--- src/rtl/chgst_regs.svh ---
/*
 * Register offsets, field positions, reset values and the bus address of the
 * charger status register bank.
 * Assumes it is included by bare name from the design module and the testbench.
 */
`ifndef CHGST_REGS_SVH
`define CHGST_REGS_SVH

// Register offsets as seen on the two-wire serial port.
`define CHGST_OFS_INT_FLAGS 8'h01
`define CHGST_OFS_STAT_A    8'h02
`define CHGST_OFS_STAT_B    8'h03

// Reset value shared by both status registers and the change-flag register.
`define CHGST_RESET_VALUE   8'h00

// Seven-bit serial bus address of the device; the value is arbitrary.
`define CHGST_BUS_ADDR      7'h2A

// Bit positions inside the change-flag register.
`define CHGST_FLAG_THM      0
`define CHGST_FLAG_CHG      1
`define CHGST_FLAG_CHARGE_INPUT_PIN    2
`define CHGST_FLAG_TJ       3
`define CHGST_FLAG_CTRL     4
`define CHGST_FLAG_SYS      5

// Bits in one serial byte, sized to the width of the bit counter.
`define CHGST_BYTE_BITS     4'h8

`endif

--- src/rtl/chgst_pkg.sv ---
/*
 * Types of the charger status register bank: code enumerations, the raw
 * status bundle from the analog loops and the two register layouts.
 * Assumes the offsets and field positions live in chgst_regs.svh.
 */
package chgst_pkg;

   // Battery thermistor zone codes; 3'h6 and 3'h7 are reserved.
   typedef enum logic [2:0] {
      ZONE_DISABLED = 3'h0,
      ZONE_COLD     = 3'h1,
      ZONE_COOL     = 3'h2,
      ZONE_WARM     = 3'h3,
      ZONE_HOT      = 3'h4,
      ZONE_NORMAL   = 3'h5
   } chgst_zone_t;

   // Charger state machine codes; 4'hD to 4'hF are reserved.
   typedef enum logic [3:0] {
      CHG_OFF        = 4'h0,
      CHG_PREQUAL    = 4'h1,
      CHG_CC         = 4'h2,
      CHG_CC_MOD     = 4'h3,
      CHG_CV         = 4'h4,
      CHG_CV_MOD     = 4'h5,
      CHG_TOPOFF     = 4'h6,
      CHG_TOPOFF_MOD = 4'h7,
      CHG_DONE       = 4'h8,
      CHG_DONE_MOD   = 4'h9,
      CHG_FAULT_PQ   = 4'hA,
      CHG_FAULT_FC   = 4'hB,
      CHG_FAULT_TEMP = 4'hC
   } chgst_chg_t;

   // Charge input qualification codes.
   typedef enum logic [1:0] {
      QUAL_UVLO     = 2'h0,
      QUAL_OVP      = 2'h1,
      QUAL_DEBOUNCE = 2'h2,
      QUAL_OK       = 2'h3
   } chgst_qual_t;

   // Raw status levels from the analog loops and the charger controller.
   typedef struct packed {
      logic        inputMinVoltageLoopActive;
      logic        inputCurrentLimitActive;
      logic        systemMinVoltageLoopActive;
      logic        dieTempLoopActive;
      logic [2:0]  batteryTempZone;
      logic [3:0]  chargerStateCode;
      chgst_qual_t inputQualificationCode;
      logic        charging;
      logic        chargeTimerSuspended;
      logic        thermistorEnable;
      logic        chargerEnable;
   } chgst_raw_t;

   // Layout of the loop and thermal status register.
   typedef struct packed {
      logic        unusedBit;
      logic        inputMinVoltageLoopActive;
      logic        inputCurrentLimitActive;
      logic        systemMinVoltageLoopActive;
      logic        dieTempLoopActive;
      chgst_zone_t batteryTempZone;
   } chgst_stat_a_t;

   // Layout of the charger state status register.
   typedef struct packed {
      chgst_chg_t  chargerStateCode;
      chgst_qual_t inputQualificationCode;
      logic        charging;
      logic        chargeTimerSuspended;
   } chgst_stat_b_t;

   // Serial port receiver and transmitter states.
   typedef enum logic [3:0] {
      BUS_IDLE     = 4'h0,
      BUS_ADDR     = 4'h1,
      BUS_ADDR_ACK = 4'h2,
      BUS_PTR      = 4'h3,
      BUS_PTR_ACK  = 4'h4,
      BUS_WDATA    = 4'h5,
      BUS_WDAT_ACK = 4'h6,
      BUS_RDATA    = 4'h7,
      BUS_RDAT_ACK = 4'h8
   } chgst_bus_t;

endpackage : chgst_pkg

--- src/rtl/chgst_sync.sv ---
/*
 * Two-stage synchroniser for a bundle of asynchronous levels, one stage pair
 * per bit.
 * Assumes every input is a level that is stable for several clock periods.
 */
`timescale 1ns/1ns
module chgst_sync #(
   parameter int WIDTH = 19
) (
   input  logic             sys_clk,
   input  logic             rst,
   input  logic             clkEn,
   input  logic [WIDTH-1:0] asyncIn,
   output logic [WIDTH-1:0] syncOut
);

   // Each bit gets its own pair; only the second stage is visible outside.
   genvar i;
   generate
      for (i = 0; i < WIDTH; i++) begin : gBit
         logic firstStage_q;   // Metastable stage, read by the second stage only.
         logic secondStage_q;  // Settled copy of the input.

         // The clock enable freezes the pair together with the rest of the block.
         always_ff @(posedge sys_clk or posedge rst) begin
            if (rst) begin
               firstStage_q  <= 1'b0;
               secondStage_q <= 1'b0;
            end else if (clkEn) begin
               firstStage_q  <= asyncIn[i];
               secondStage_q <= firstStage_q;
            end
         end
         assign syncOut[i] = secondStage_q;
      end
   endgenerate

endmodule : chgst_sync

--- src/rtl/chgst_status_regs.sv ---
/*
 * Charger status register bank: two read-only status registers and the
 * change-flag register, read through the device's two-wire serial port.
 * Assumes the analog loops deliver their status as asynchronous levels and
 * that the device never stretches or drives the clock line; only the bus master drives it.
 */
`timescale 1ns/1ns
`include "chgst_regs.svh"

// Behaviour
// - Status A bit 7 unused, reads zero
// - Bit 6 shows input minimum-voltage loop
// - Bit 5 shows input current-limit loop
// - Bit 4 shows minimum system-voltage loop
// - Bit 3 shows die temperature loop
// - Zone codes disabled..normal, reserved codes held
// - Cold or hot zone raises temperature fault if thermistor and charger enabled
// - Bits 7:4 carry charger state code
// - Modified done only after modified fast-charge
// - Fault codes reported, reserved codes held
// - Bits 3:2 carry input qualification code
// - No input power accepted while debouncing
// - Status B bit 1 shows charging
// - Status B bit 0 shows timer suspended
// - State and qualification changes latch separate flags
// - Die temperature change latches own flag
module chgst_status_regs
   import chgst_pkg::*;
(
   input  logic       sys_clk,           // System clock, 100 MHz.
   input  logic       rst,               // Asynchronous reset, active high.
   input  logic       clkEn,             // Freezes all state while low.
   input  chgst_raw_t rawStatus,         // Asynchronous status levels.
   input  logic       scl,               // Serial clock pin, input only.
   input  logic       sdaIn,             // Serial data pin level.
   output logic       sdaOut,            // Serial data drive level, always low.
   output logic       sdaOe,             // High while the data pin is pulled low.
   output logic       batteryTempFault,  // Thermistor zone fault level.
   output logic       chargeInputAccept  // Charge input may deliver power.
);

   localparam int RAW_W = $bits(chgst_raw_t);

   // Synchronised copies of the raw status bundle and the two pins.
   logic [RAW_W+1:0] syncBus;     // All asynchronous inputs after two stages.
   chgst_raw_t       rawSync;     // Settled status levels.
   logic             sclSync;     // Settled clock pin.
   logic             sdaSync;     // Settled data pin.
   logic             sclPrev_q;   // Clock pin one cycle ago.
   logic             sdaPrev_q;   // Data pin one cycle ago.

   // Status and flag registers.
   chgst_stat_a_t    statA_q;     // Loop and thermal status.
   chgst_stat_a_t    statA_d;
   chgst_stat_b_t    statB_q;     // Charger state status.
   chgst_stat_b_t    statB_d;
   logic [7:0]       flags_q;     // Latched change flags, cleared by a read.
   logic [7:0]       flags_d;
   logic [7:0]       flagSet;     // Changes seen this cycle.
   logic             modPath_q;   // Fast charge went through a modified state.
   logic             modPath_d;
   logic             faultOut_q;  // Registered temperature fault.
   logic             acceptOut_q; // Registered input power permission.

   // Serial port state.
   chgst_bus_t       busState_q;
   chgst_bus_t       busState_d;
   logic [3:0]       bitCnt_q;    // Bits seen in the current byte.
   logic [3:0]       bitCnt_d;
   logic [7:0]       shift_q;     // Receive and transmit shift register.
   logic [7:0]       shift_d;
   logic [7:0]       pointer_q;   // Register pointer.
   logic [7:0]       pointer_d;
   logic             nack_q;      // Master refused the last read byte.
   logic             nack_d;

   // All asynchronous inputs go through one synchroniser bank.
   chgst_sync #(
      .WIDTH(RAW_W + 2)
   ) uSync (
      .sys_clk (sys_clk),
      .rst     (rst),
      .clkEn   (clkEn),
      .asyncIn ({rawStatus, scl, sdaIn}),
      .syncOut (syncBus)
   );

   assign rawSync = chgst_raw_t'(syncBus[RAW_W+1:2]);
   assign sclSync = syncBus[1];
   assign sdaSync = syncBus[0];

   // Bus events decoded from the settled pins.
   wire sclRise   = sclSync & ~sclPrev_q;
   wire sclFall   = ~sclSync & sclPrev_q;
   wire startSeen = sclSync & sclPrev_q & sdaPrev_q & ~sdaSync;
   wire stopSeen  = sclSync & sclPrev_q & ~sdaPrev_q & sdaSync;
   wire byteDone  = (bitCnt_q == `CHGST_BYTE_BITS);
   wire addrMatch = (shift_q[7:1] == `CHGST_BUS_ADDR);

   // Reserved codes from the analog side are not passed on; the last legal
   // code stays in the register so software never sees a meaningless value.
   wire zoneLegal = (rawSync.batteryTempZone <= ZONE_NORMAL);
   wire chgLegal  = (rawSync.chargerStateCode <= CHG_FAULT_TEMP);
   wire rawIsMod  = (rawSync.chargerStateCode == CHG_CC_MOD) ||
                    (rawSync.chargerStateCode == CHG_CV_MOD) ||
                    (rawSync.chargerStateCode == CHG_TOPOFF_MOD);
   wire rawIsStd  = (rawSync.chargerStateCode == CHG_CC) ||
                    (rawSync.chargerStateCode == CHG_CV) ||
                    (rawSync.chargerStateCode == CHG_TOPOFF) ||
                    (rawSync.chargerStateCode == CHG_OFF) ||
                    (rawSync.chargerStateCode == CHG_PREQUAL);
   wire rawIsDone = (rawSync.chargerStateCode == CHG_DONE) ||
                    (rawSync.chargerStateCode == CHG_DONE_MOD);

   // The modified-path memory is set by a modified state and cleared by off, prequal or a standard state.
   assign modPath_d = rawIsMod ? 1'b1 : (rawIsStd ? 1'b0 : modPath_q);

   // Next value of the loop and thermal status register.
   always_comb begin
      statA_d                            = statA_q;
      statA_d.unusedBit                  = 1'b0;
      statA_d.inputMinVoltageLoopActive  = rawSync.inputMinVoltageLoopActive;
      statA_d.inputCurrentLimitActive    = rawSync.inputCurrentLimitActive;
      statA_d.systemMinVoltageLoopActive = rawSync.systemMinVoltageLoopActive;
      statA_d.dieTempLoopActive          = rawSync.dieTempLoopActive;
      if (zoneLegal) begin
         statA_d.batteryTempZone = chgst_zone_t'(rawSync.batteryTempZone);
      end
   end

   // Next value of the charger state status register.
   always_comb begin
      statB_d                        = statB_q;
      statB_d.inputQualificationCode = rawSync.inputQualificationCode;
      statB_d.charging               = rawSync.charging;
      statB_d.chargeTimerSuspended   = rawSync.chargeTimerSuspended;
      if (rawIsDone) begin
         // The done flavour is decided by the path, not by the raw code.
         statB_d.chargerStateCode = modPath_d ? CHG_DONE_MOD : CHG_DONE;
      end else if (chgLegal) begin
         statB_d.chargerStateCode = chgst_chg_t'(rawSync.chargerStateCode);
      end
   end

   // Change detection against the registered values.
   always_comb begin
      flagSet                   = 8'h00;
      flagSet[`CHGST_FLAG_THM]  = (statA_d.batteryTempZone != statA_q.batteryTempZone);
      flagSet[`CHGST_FLAG_CHG]  =
         (statB_d.chargerStateCode != statB_q.chargerStateCode);
      flagSet[`CHGST_FLAG_CHARGE_INPUT_PIN] =
         (statB_d.inputQualificationCode != statB_q.inputQualificationCode);
      flagSet[`CHGST_FLAG_TJ]   =
         (statA_d.dieTempLoopActive != statA_q.dieTempLoopActive);
      flagSet[`CHGST_FLAG_CTRL] =
         (statA_d.inputMinVoltageLoopActive != statA_q.inputMinVoltageLoopActive) ||
         (statA_d.inputCurrentLimitActive != statA_q.inputCurrentLimitActive);
      flagSet[`CHGST_FLAG_SYS]  =
         statA_d.systemMinVoltageLoopActive & ~statA_q.systemMinVoltageLoopActive;
   end

   // The flag register is cleared when its byte is loaded for transmission.
   wire loadRead  = (busState_q == BUS_ADDR_ACK && sclFall && shift_q[0]) ||
                    (busState_q == BUS_RDAT_ACK && sclFall && !nack_q);
   wire flagRead  = loadRead && (pointer_d == `CHGST_OFS_INT_FLAGS) &&
                    (busState_q == BUS_RDAT_ACK || busState_q == BUS_ADDR_ACK);

   // A change in the clearing cycle survives: the set term is ORed last.
   assign flags_d = (flagRead ? 8'h00 : flags_q) | flagSet;

   // Read multiplexer; unmapped offsets read as zero.
   logic [7:0] readData;
   always_comb begin
      unique case (pointer_d)
         `CHGST_OFS_INT_FLAGS: readData = flags_q;
         `CHGST_OFS_STAT_A:    readData = statA_q;
         `CHGST_OFS_STAT_B:    readData = statB_q;
         default:              readData = 8'h00;
      endcase
   end

   // Serial port sequencing. Bits are sampled on the rising clock edge and
   // driven on the falling edge, so the data line is stable while high.
   always_comb begin
      busState_d = busState_q;
      bitCnt_d   = bitCnt_q;
      shift_d    = shift_q;
      pointer_d  = pointer_q;
      nack_d     = nack_q;
      if (stopSeen) begin
         busState_d = BUS_IDLE;
      end else if (startSeen) begin
         busState_d = BUS_ADDR;
         bitCnt_d   = 4'h0;
      end else if (sclRise) begin
         if (busState_q == BUS_RDAT_ACK) begin
            nack_d = sdaSync;
         end else if (busState_q != BUS_IDLE && !byteDone) begin
            bitCnt_d = bitCnt_q + 4'h1;
            if (busState_q != BUS_RDATA) begin
               shift_d = {shift_q[6:0], sdaSync};
            end
         end
      end else if (sclFall) begin
         unique case (busState_q)
            BUS_IDLE: begin
               busState_d = BUS_IDLE;
            end
            BUS_ADDR: begin
               if (byteDone) begin
                  busState_d = addrMatch ? BUS_ADDR_ACK : BUS_IDLE;
               end
            end
            BUS_ADDR_ACK: begin
               bitCnt_d = 4'h0;
               if (shift_q[0]) begin
                  busState_d = BUS_RDATA;
                  shift_d    = readData;
               end else begin
                  busState_d = BUS_PTR;
               end
            end
            BUS_PTR: begin
               if (byteDone) begin
                  busState_d = BUS_PTR_ACK;
               end
            end
            BUS_PTR_ACK: begin
               pointer_d  = shift_q;
               bitCnt_d   = 4'h0;
               busState_d = BUS_WDATA;
            end
            BUS_WDATA: begin
               if (byteDone) begin
                  busState_d = BUS_WDAT_ACK;
               end
            end
            BUS_WDAT_ACK: begin
               // Written bytes are acknowledged and dropped.
               pointer_d  = pointer_q + 8'h01;
               bitCnt_d   = 4'h0;
               busState_d = BUS_WDATA;
            end
            BUS_RDATA: begin
               if (byteDone) begin
                  busState_d = BUS_RDAT_ACK;
               end else begin
                  shift_d = {shift_q[6:0], 1'b0};
               end
            end
            BUS_RDAT_ACK: begin
               if (nack_q) begin
                  busState_d = BUS_IDLE;
               end else begin
                  pointer_d  = pointer_q + 8'h01;
                  bitCnt_d   = 4'h0;
                  shift_d    = readData;
                  busState_d = BUS_RDATA;
               end
            end
            default: begin
               busState_d = BUS_IDLE;
            end
         endcase
      end
   end

   // Open-drain data line: pulled low for acknowledges and for zero bits.
   wire ackPhase = (busState_q == BUS_ADDR_ACK) || (busState_q == BUS_PTR_ACK) ||
                   (busState_q == BUS_WDAT_ACK);
   assign sdaOut = 1'b0;
   assign sdaOe  = ackPhase || (busState_q == BUS_RDATA && !shift_q[7]);

   // Status registers, reset to zero.
   always_ff @(posedge sys_clk or posedge rst) begin
      if (rst) begin
         statA_q   <= chgst_stat_a_t'(`CHGST_RESET_VALUE);
         statB_q   <= chgst_stat_b_t'(`CHGST_RESET_VALUE);
         flags_q   <= `CHGST_RESET_VALUE;
         modPath_q <= 1'b0;
      end else if (clkEn) begin
         statA_q   <= statA_d;
         statB_q   <= statB_d;
         flags_q   <= flags_d;
         modPath_q <= modPath_d;
      end
   end

   // Fault and power-permission outputs follow the synchronised levels.
   always_ff @(posedge sys_clk or posedge rst) begin
      if (rst) begin
         faultOut_q  <= 1'b0;
         acceptOut_q <= 1'b0;
      end else if (clkEn) begin
         faultOut_q  <= rawSync.thermistorEnable & rawSync.chargerEnable &
                        (statA_d.batteryTempZone == ZONE_COLD ||
                         statA_d.batteryTempZone == ZONE_HOT);
         // Power is taken only once the input is qualified, never in debounce.
         acceptOut_q <= (statB_d.inputQualificationCode == QUAL_OK);
      end
   end
   assign batteryTempFault  = faultOut_q;
   assign chargeInputAccept = acceptOut_q;

   // Serial port registers.
   always_ff @(posedge sys_clk or posedge rst) begin
      if (rst) begin
         busState_q <= BUS_IDLE;
         bitCnt_q   <= 4'h0;
         shift_q    <= 8'h00;
         pointer_q  <= 8'h00;
         nack_q     <= 1'b0;
         sclPrev_q  <= 1'b0;
         sdaPrev_q  <= 1'b0;
      end else if (clkEn) begin
         busState_q <= busState_d;
         bitCnt_q   <= bitCnt_d;
         shift_q    <= shift_d;
         pointer_q  <= pointer_d;
         nack_q     <= nack_d;
         sclPrev_q  <= sclSync;
         sdaPrev_q  <= sdaSync;
      end
   end

endmodule : chgst_status_regs

--- config.mk ---
export PLATFORM = sky130hd
export DESIGN_NAME = chgst_status_regs
export DESIGN_NICKNAME = d
export VERILOG_FILES = /design/src/rtl/chgst_pkg.sv /design/src/rtl/chgst_sync.sv /design/src/rtl/chgst_status_regs.sv
export VERILOG_INCLUDE_DIRS = /design/src /design/src/rtl
export SDC_FILE = /design/constraint.sdc
export NUM_CORES = 1
export LEC_CHECK = 0
export BUFFER_PORTS_ARGS = -buffer_cell sky130_fd_sc_hd__buf_2
export CAP_MARGIN = 20
export CORE_MARGIN = 10
export CORE_UTILIZATION = 35
export CTS_CLUSTER_DIAMETER = 150
export DETAILED_ROUTE_END_ITERATION = 12
export GPL_ROUTABILITY_DRIVEN = 0
export MAX_ROUTING_LAYER = met4
export PLACE_DENSITY = 0.56
export SLEW_MARGIN = 20
export SYNTH_ARGS = -nofsm -noshare
export SYNTH_HDL_FRONTEND = slang
export SYNTH_SLANG_ARGS = --single-unit
--- constraint.sdc ---
create_clock -name sys_clk -period 2.6 [get_ports sys_clk]
set_input_delay 0.52 -clock sys_clk [delete_from_list [all_inputs] [get_ports sys_clk]]
set_output_delay 0.52 -clock sys_clk [all_outputs]
set_load 0.01 [all_outputs]
# Word-level counts from Yosys, hierarchy flattened
# Index checks and enable logic that the tools add are counted.
[classes]
n_addsub = 2
bitwise_logic = 18
mux = 42
reduce_logical = 39
order_cmp = 2
eq_ne = 46
[op_table]
columns = ["op", "count"]
rows = [
  ["2-to-1 mux 8 bit", 14],
  ["case mux 8 bit (3 select lines)", 3],
  ["2-to-1 mux 4 bit", 16],
  ["equality test 4 x 3 -> 1 bit, second input constant", 8],
  ["case mux 4 bit (7 select lines)", 1],
  ["equality test 4 x 2 -> 1 bit, second input constant", 4],
  ["equality test 4 bit, second input constant", 4],
  ["equality test 8 x 2 -> 1 bit, second input constant", 2],
  ["!= test 4 bit, second input constant", 4],
  ["logical OR 1 bit", 14],
  ["AND reduction 7 bit", 2],
  ["!= test 3 bit, second input constant", 4],
  ["nonzero test 4 bit", 3],
  ["AND reduction 11 bit", 1],
  ["AND 1 bit", 10],
  ["AND reduction 10 bit", 1],
  ["2-to-1 mux 3 bit", 3],
  ["adder 8 x 1 -> 8 bit, second input constant", 1],
  ["equality test 4 x 1 -> 1 bit, second input constant", 2],
  ["equality test 8 x 1 -> 1 bit, second input constant", 1],
  ["logical AND 1 bit", 8],
  ["OR 8 x 6 -> 8 bit", 1],
  ["case mux 4 bit (2 select lines)", 1],
  ["equality test 7 x 6 -> 1 bit, second input constant", 1],
  ["other kinds (24)", 40],
]
[totals]
ff_bits = 91
output_inout_bits = 4
in_bits = 22
word_cells = 208

# Logic depth before layout (Yosys ltp)
# Gate-level depths: netlist of run 1.
[depth]
depth_word = 13
depth_mapped = 11
ltp_nobuf = 10

# Hierarchy
# A second synthesis of run 1 with hierarchy kept.
[unflattened]
hier_cells = 499
area_unflattened_um2 = 5101.1
[modules_own_cells]
columns = ["mod", "area_per_inst_um2", "instances", "seq_area_each_um2", "cells_each"]
rows = [
  ["chgst_status_regs", 3462.1, 1, 1276.2, 399],
  ["chgst_sync", 1639.1, 1, 950.9, 100],
]

# Worst setup path after synthesis of run 1
# No wires, ideal clock.
[synth_timing]
kind = "reg2reg"
start = "register sclPrev_q"
end = "register flags_q[1]"
period_less_slack_ns = 2.917
setup_ns = 0.121
required_time_ns = 2.479
t_arrival_ns = 2.796
path_stages_with_launch = 12
path_buffers = 1
path_slack_ns = -0.317
cell_sequence = "dfrtp_1 > inv_1 > ha_1 > nor3b_1 > o221ai_2 > o21ai_1 > o311ai_1 > nor4b_4 > nand4_1 > or4_1 > buf_2 > a22o_1"
[synth_via]
elab_chain_len = 10
word_cells_on_any_way = 22
cone_classes = "1 x eq/ne; 5 x mux; 9 x bitwise; 7 x reduce/logical"
[synth_lines]
columns = ["item", "line", "rtl"]
rows = [
  ["start, declared", "chgst_status_regs.sv:49", "logic sclPrev_q;"],
  ["start signal, assigned", "chgst_status_regs.sv:321", "sclPrev_q <= sclSync;"],
  ["AND 1 bit, or another cell as far along", "chgst_status_regs.sv:94", "wire sclFall = ~sclSync & sclPrev_q;"],
  ["2-to-1 mux 8 bit, or another cell as far along", "chgst_status_regs.sv:204", "end else if (sclFall) begin"],
  ["2-to-1 mux 8 bit / AND 1 bit (equally long branches)", "chgst_status_regs.sv:195, chgst_status_regs.sv:95", ""],
  ["2-to-1 mux 8 bit", "chgst_status_regs.sv:192", "end else if (startSeen) begin"],
  ["2-to-1 mux 8 bit", "chgst_status_regs.sv:190", "if (stopSeen) begin"],
  ["equality test 8 x 1 -> 1 bit", "--", ""],
  ["logical AND 1 bit (*) (2 in a row)", "chgst_status_regs.sv:165", "wire flagRead = loadRead && (pointer_d == `CHGST_OFS_INT_FLAGS) &&"],
  ["2-to-1 mux 8 bit (*)", "chgst_status_regs.sv:169", "assign flags_d = (flagRead ? 8'h00 : flags_q) | flagSet;"],
  ["OR 8 x 6 -> 8 bit (*)", "chgst_status_regs.sv:169", ""],
  ["end signal, assigned", "chgst_status_regs.sv:279", "flags_q <= `CHGST_RESET_VALUE;"],
  ["end signal, assigned", "chgst_status_regs.sv:284", "flags_q <= flags_d;"],
  ["end, declared", "chgst_status_regs.sv:57", "logic [7:0] flags_q;"],
]
# Every way passes the cells marked *; elsewhere a longest branch is shown, timed or not.
# A chain may end at the register's enable or synchronous reset.

# Final worst setup path of run 1
[layout_timing]
start = "register uSync.gBit[1].secondStage_q"
end = "register flags_q[1]"
[layout_via]
elab_chain_len = 11
word_cells_on_any_way = 22
cone_classes = "1 x eq/ne; 5 x mux; 9 x bitwise; 7 x reduce/logical"
[layout_lines]
columns = ["item", "line", "rtl"]
rows = [
  ["start, declared", "chgst_sync.sv:22", "logic secondStage_q;"],
  ["start signal, assigned", "chgst_sync.sv:31", "secondStage_q <= firstStage_q;"],
  ["inverter 1 bit", "chgst_status_regs.sv:94", ""],
  ["AND 1 bit", "chgst_status_regs.sv:94", ""],
  ["2-to-1 mux 8 bit", "chgst_status_regs.sv:204", ""],
  ["2-to-1 mux 8 bit", "chgst_status_regs.sv:195", "end else if (sclRise) begin"],
  ["2-to-1 mux 8 bit", "chgst_status_regs.sv:192", ""],
  ["2-to-1 mux 8 bit", "chgst_status_regs.sv:190", ""],
  ["equality test 8 x 1 -> 1 bit", "--", ""],
  ["logical AND 1 bit (*) (2 in a row)", "chgst_status_regs.sv:165", ""],
  ["2-to-1 mux 8 bit (*)", "chgst_status_regs.sv:169", ""],
  ["OR 8 x 6 -> 8 bit (*)", "chgst_status_regs.sv:169", ""],
]
# Marked as above.

==> reports/results.ini, run 1 <==
[timing]
max-slew-margin-rel_pct=64.1
hold_ws_ns=0.292
fin_worst_skew_ns=0.00768
finalSetupViolations=10
min_period_over_period_pct=109
post_layout_min_period_ns=2.82
timing.final.hold_violations=0
setup_repair_after_global_routing_missed_its_margin=yes
drv_slew=0
layout_setup_ws_ns=-0.222
slew_at_the_pin_with_the_worst_max_slew_slack_ns=0.535
maxClockFrequency_mhz=354

[setup_path]
critical_path.endpoint_type=flop
crit_cells=9
criticalPathCategory=reg -> reg
cp-start-kind=flop
worst-r2r-cell-count=9
crit_chain=inv_2, ha_4, nor3b_4, o221ai_4, a222oi_1, nor4b_4, nand4_1, or4_4, a22o_1
delay_of_the_slowest_cell_on_the_worst_path_ns=0.59
critical_path.n_buffers_inverters=1
critical_path.slowest_cell=or4_4
setup.worst_path.start=uSync.gBit[1].secondStage_q
wp_data_arrival_ns=3.06
critical_path.top_delay_family=simple AND/OR/NAND/NOR gates
critPathRequiredTime_ns=2.83
critical_path.reg2reg.startpoint=uSync.gBit[1].secondStage_q
worstPathMaxFanout=6

[clock_network]
cts-hold-fix-buffers=0
tritoncts=yes
insertion_delay_ns=0.35
clock_pin_slew_of_the_registers_on_the_worst_case_setup_and_hold_paths_ns=0.06
clockRootBuffer=clkbuf_16
cts_num_sinks=89
number_of_buffers_on_the_longest_clock_path=2
h-tree-depth=3
cts_buffers=9

[place]
dp.final_hpwl_um=7930
post-place-cells=707
portBuffers=24

[yosys]
synth-seq-area-share_pct=47.0
yosys_register_bits=89
post_synthesis_cell_count=475
synth_async_reset_ratio_pct=100
synthesis.nets=503
netlist.area_leader.share_pct=47.0
ys.warnings.count=0
synth_ff_type=dfrtp_1
synth_enable_flop_cells=0
mappedNetlistArea_sq_um=4740
syn-mean-instance-area_sq_um=9.98
distinct_cell_type_count_after_synthesis=63
synth_commonest_cells=89 x dfrtp_1, 45 x nor2_1, 44 x mux2_2, 43 x nand2_1, 29 x a21oi_1
post-synth-top-area-cell=dfrtp_1
synthTopCellsByArea=dfrtp_1 47%, mux2_2 10%, nor2_1 3.6%, nand2_1 3.4%, a21oi_1 3.1%
synthMostInstantiatedCell=dfrtp_1

[global_route]
antenna_violations_before_repair=0
number_of_global_route_vias_before_repair=3816
grt_max_degree=90
grt_usage_pct=12.9
grt_first_pass_wirelength_um=18900
overflow=0

[die]
total_die_area_sq_um=18600
die-height_um=136
placement_rows=42
dieWidth_um=136
starting_density_pct=35.8
placeableCoreArea_sq_um=13200
design.portCount=26

[status]
failed_checks=setup timing
result_of_the_run=complete, but fails checks

[layout]
num_antenna_cells=0
final_stage_net_count=578
drive_gt1_share_pct=33.9
layout-area-overhead-vs-synth_pct=26.0
cell_count_final_fillers_out=731

[run]
drv.max_cap_violation_count=0

[pwr]
power.leakage_nw=2.50
peakVddDrop_mv=0.417
p_per_cell_area_nw_per_um2=723

[hold_path]
worst_hold_path_type=in -> async

[routing]
drtIter0Drc=248
wl_um=11300
dr_total_vias=3853
final_routed_wire_length_divided_by_cell_count_um=15.4
drtPass1Iterations=5
route.detailed.vias_per_inst=5.27
drcViolationCount=0
antenna_left=0

==> per-stage QoR <==
| stage | setup TNS [ns] | util [%] | cell area (sq um) | setup slack [ns] | power [mW] |
|---|---|---|---|---|---|
| finish | -1.57 | 45.1 | 5970 | -0.222 | 4.32 |
| global route | -3.05 | 45.1 | 5970 | -0.345 | 4.59 |
| CTS | -1.73 | 44.1 | 5840 | -0.230 | 4.30 |
| detailed placement | -3.47 | 41.2 | 5460 | -0.355 | 2.99 |
| global placement | -2.40 | 41.2 | 5460 | -0.262 | 2.96 |
| floorplan | -0.805 | - | 4790 | -0.141 | 2.58 |
==> path summary, 6_finish.rpt <==
kind	to	slack, ns
max in group asynchronous	uSync.gBit[1].secondStage_q	1.93
worst min-delay path	uSync.gBit[6].firstStage_q	0.29
worst max register to register	flags_q[1]	-0.22
min in group sys_clk	uSync.gBit[9].firstStage_q	0.40
worst min register to register	uSync.gBit[9].secondStage_q	0.48
worst max-delay path	flags_q[1]	-0.22
==> sequential cells by signal, indices dropped and copies added, names as in the netlist <==
signal                    flops
chargeInputAccept             1
bitCnt_q                      4
uSync.gBit.firstStage_q      19
statB_q                       8
sclPrev_q                     1
pointer_q                     8
modPath_q                     1
nack_q                        1
uSync.gBit.secondStage_q     19
flags_q                       6
batteryTempFault              1
shift_q                       8
sdaPrev_q                     1
busState_q                    4
statA_q                       7
==> cells in the final DEF (no fill, tap or decap), types with 9 or more instances in the layout <==
master,n
buf_2,24
nand2_1,42
dfrtp_1,88
a22o_1,9
buf_4,63
o21ai_0,26
nor2_1,45
inv_1,21
clkbuf_16,9
a21oi_1,28
mux2_2,44
==> area by class of cell <==
| type | instances | area (sq um) |
|---|---|---|
| timing repair buffer | 90 | 636 |
| clock inverter | 6 | 50.0 |
| fill | 1291 | 7270 |
| multi-input combinational | 336 | 2510 |
| inverter | 24 | 93.8 |
| tap | 176 | 220 |
| sequential | 89 | 2230 |
| clock buffer | 10 | 239 |
==> repair_timing <==
item	4_1_cts	5_1_grt
gates resized for setup	19	19
setup buffers	2	5
endpoints found under the setup margin	13	15
gates cloned	0	1
pin swaps	6	12
==> cell families (layout without fill, tap and decap cells) <==
logic type | after synthesis | after routing | share of synthesized area [%]
compound gates | 123 | 123 | 17.5
fa+ha+maj | 6 | 6 | 1.58
xor+xnor | 13 | 13 | 2.56
flops | 89 | 89 | 47.0
mux | 51 | 51 | 11.9
other cells | 1 | 1 | 0.0791
simple gates | 142 | 142 | 15.1
buf+inv | 50 | 130 | 4.27
==> layer usage <==
layer  GRT usage (%)  routed length [um]
met5               -                   0
met4            3.73                 144
met1            16.2                5200
met3            3.21                 460
met2            20.3                5470
==> where the power goes <==
group / internal, mW / switching, mW
Combinational: 0.581 / 0.587
Clock: 0.685 / 0.574
Sequential: 1.62 / 0.268
Total: 2.89 / 1.43
==> tightest hold or removal path: cells and delay by family <==
family   cells  cell delay [ns]
buf+inv      3             0.55
Note: power is estimated with default switching activity, not from simulation.
==> run 2: changes to the inputs <==
ABC_AREA = 1   (was unset)
SYNTH_HIERARCHICAL = 1   (was unset)
==> run 2 against run 1 <==
  * The run now ends clean
  * Combinational power about the same
  * Synthesized cell count up 37%
  * Maximum frequency up 19%
  * Synthesized area up 4.9%
  * Count of clock-buffer cells in the layout unchanged
  * First-iteration DRC count up 42%
  * Sequential share of layout area up 3.3 points
  * Worst hold slack worse by 0.069 ns
==> reports/results.ini, run 2 <==
[clock_network]
insertion_delay_ns=0.35  ; about the same
clock_pin_slew_of_the_registers_on_the_worst_case_setup_and_hold_paths_ns=0.07  ; about the same
h-tree-depth=3  ; unchanged
cts-hold-fix-buffers=0  ; unchanged
number_of_buffers_on_the_longest_clock_path=2  ; unchanged
cts_buffers=9  ; unchanged
tritoncts=yes
clockRootBuffer=clkbuf_16
cts_num_sinks=89  ; unchanged

[place]
portBuffers=24  ; unchanged
dp.final_hpwl_um=7920  ; -0.12%

[layout]
num_antenna_cells=0  ; unchanged
drive_gt1_share_pct=13.1  ; -21 points
mostFrequentLayoutCell=nand2_1
layout_common_cells=245 x nand2_1, 89 x dfrtp_1, 42 x inv_1, 40 x o21ai_0, 34 x nand3_1
final_stage_net_count=686  ; +19%
combined_area_of_the_multi_input_logic_cells_sq_um=2310  ; -8.0%
largest_registers=uSync/gBit.firstStage_q x19, uSync/gBit.secondStage_q x19
layout-area-overhead-vs-synth_pct=10.2
seqCellArea_sq_um=2230  ; about the same
final.fill_count=1437  ; +11%

[setup_path]
wp_data_arrival_ns=2.65  ; -0.41 ns
critical_path.endpoint_type=flop
worstPathMaxFanout=7  ; +1
cp-start-kind=flop
worst-r2r-cell-count=15  ; +6
critical_path.reg2reg.startpoint=uSync/gBit[1].secondStage_q
critPathRequiredTime_ns=2.87  ; +0.04 ns
endpoint_of_the_most_critical_register_to_register_path=shift_q[5]
reg2reg_slack_ns=0.22  ; +0.44 ns
criticalPathCategory=reg -> reg

[yosys]
synthMostInstantiatedCell=nand2_1
netlist.area_leader.share_pct=44.8  ; -2.2 points
synth-seq-area-share_pct=44.8  ; -2.2 points
post_synthesis_cell_count=651  ; +37%
yosys_register_bits=89  ; unchanged
synth_commonest_cells=246 x nand2_1, 89 x dfrtp_1, 43 x inv_1, 40 x o21ai_0, 34 x nand3_1
synth_enable_flop_cells=0  ; unchanged
ys.warnings.count=6  ; +6
synthesis.nets=679  ; +35%
distinct_cell_type_count_after_synthesis=42  ; -33%
syn-mean-instance-area_sq_um=7.64  ; -23%
synth_ff_type=dfrtp_1
post-synth-top-area-cell=dfrtp_1
synthTopCellsByArea=dfrtp_1 45%, nand2_1 19%, o21ai_0 4.0%, nand3_1 3.4%, buf_4 3.3%
synth_async_reset_ratio_pct=100  ; unchanged
mappedNetlistArea_sq_um=4970  ; +4.9%

[timing]
drv_slew=0  ; unchanged
slew_at_the_pin_with_the_worst_max_slew_slack_ns=0.941  ; +0.405 ns
setup-tns-final_ns=0  ; +1.57 ns
fin_worst_skew_ns=0.00896  ; +0.00129 ns
maxClockFrequency_mhz=420  ; +19%
post_layout_min_period_ns=2.38  ; -0.442 ns
setup_repair_after_global_routing_missed_its_margin=no
finalSetupViolations=0  ; -10
max-slew-margin-rel_pct=36.8  ; -27 points
timing.final.hold_violations=0  ; unchanged
min_period_over_period_pct=91.5  ; -17 points

[pwr]
internal-power_mw=2.78  ; -3.6%
share_clk_of_total_power_pct=30.3  ; +1.1 points
peakVddDrop_mv=0.547  ; +31%
power_frac_comb_pct=26.5  ; -0.5 points
swShare_pct=36.6  ; +3.5 points
sequentialPowerShare_pct=43.2  ; -0.6 points
finalPower_mw=4.39  ; +1.6%
power.leakage_nw=2.68  ; +7.2%
power.switching_mw=1.60  ; +12%
p_per_cell_area_nw_per_um2=801  ; +11%

[global_route]
grt_usage_pct=11.9  ; -1.1 points
grt_max_degree=74  ; -18%
antenna_violations_before_repair=0  ; unchanged
overflow=0  ; unchanged
grt_first_pass_wirelength_um=19000  ; +0.54%
number_of_global_route_vias_before_repair=3975  ; +4.2%

[die]
total_die_area_sq_um=19400  ; +4.2%
design.portCount=26  ; unchanged
dieWidth_um=139  ; +2.1%
die-height_um=139  ; +2.1%
placement_rows=43  ; +2.4%
starting_density_pct=35.8  ; about the same
placeableCoreArea_sq_um=13900  ; +4.8%

[hold_path]
worst_hold_path_type=in -> async

[routing]
wl_um=11100  ; -1.7%
final_routed_wire_length_divided_by_cell_count_um=13.1  ; -15%
drtPass1Iterations=5  ; unchanged
dr_total_vias=4198  ; +9.0%
antenna_left=0  ; unchanged
drtIter0Drc=353  ; +42%
route.detailed.vias_per_inst=4.98  ; -5.5%
drcViolationCount=0  ; unchanged

[status]
result_of_the_run=completed

[run]
drv.max_cap_violation_count=0  ; unchanged

run 2: cell count changes after synthesis, sizes merged, moves of 9 or more:
cell,previous run,this run
nand2,43,253
mux2,44,0
nand3,8,42
inv,24,51
o21ai,31,53
buf,11,32
nand4,8,18
a22o,9,0
run 2: critical path, stage by stage (launching register included):
cell and delay [ns]:
dfrtp_1 0.42, ha_1 0.27, nand3_2 0.17, nand3_4 0.14, nor2_8 0.15, nand3_2 0.09, nand2_1 0.07, nand2_1 0.10
inv_2 0.08, nand2_2 0.11, nor2_4 0.24, buf_4 0.14, nand4_1 0.06, nand3_1 0.08, nand2_1 0.06, a21oi_1 0.12
run 2: cell type report:
| type | count | area share (%) |
|---|---|---|
| Tap cell | 180 | 4.11 |
| Multi-Input combinational cell | 471 | 42.1 |
| Timing Repair Buffer | 34 | 4.02 |
| Clock inverter | 6 | 1.35 |
| Clock buffer | 10 | 4.18 |
| Sequential cell | 89 | 40.6 |
| Inverter | 53 | 3.63 |
run 2: power groups by stage:
| stage | Sequential (mW) | Combinational, mW | Clock [mW] |
|---|---|---|---|
| floorplan | 1.82 | 0.972 | 0 |
| global placement | 1.90 | 1.12 | 0 |
| detailed placement | 1.91 | 1.13 | 0 |
| CTS | 1.88 | 1.14 | 1.37 |
| global route | 1.93 | 1.34 | 1.44 |
| finish | 1.89 | 1.16 | 1.33 |
run 2: repair_timing:
action                                  CTS  global route
resized for setup                         0             5
endpoints found under the setup margin    0            11
setup buffers                             0             4
run 2: through the flow:
| stage | utilization, % | cells | setup WS, ns | cell area, sq um | hold slack (ns) |
|---|---|---|---|---|---|
| final | 39.5 | 843 | 0.220 | 5480 | 0.223 |
| after global routing | 39.5 | 843 | 0.0202 | 5480 | 0.271 |
| after CTS | 39.0 | 838 | 0.151 | 5410 | 0.240 |
| after detailed placement | 36.8 | 822 | 0.176 | 5110 | 0.458 |
| after global placement | 36.8 | 822 | 0.262 | 5110 | 0.454 |
| after floorplan | - | 651 | 0.293 | 4970 | 0.442 |
run 2: how the worst max path moves through the flow:
stage	cells past startpoint	start	endpoint
after floorplan	15	uSync/gBit[1].secondStage_q	flags_q[0]
after global placement	13	uSync/gBit[1].secondStage_q	flags_q[1]
after detailed placement	15	uSync/gBit[1].secondStage_q	flags_q[1]
after CTS	15	uSync/gBit[1].secondStage_q	flags_q[1]
after global routing	17	uSync/gBit[1].secondStage_q	shift_q[5]
final	15	uSync/gBit[1].secondStage_q	shift_q[5]
run 2: logic make-up after synthesis:
logic type,count (synthesis),share of synthesized area (%)
compound gates,96,10.6
xor+xnor,8,1.41
fa+ha+maj,6,1.51
buf+inv,92,9.61
flops,89,44.8
other cells,1,0.0754
simple gates,359,32.1
run 2: per-layer routing:
metal | global-route usage [%] | wire length (um)
met1 | 15.2 | 5270
met2 | 17.6 | 5090
met3 | 3.53 | 584
met4 | 3.68 | 143
met5 | - | 0
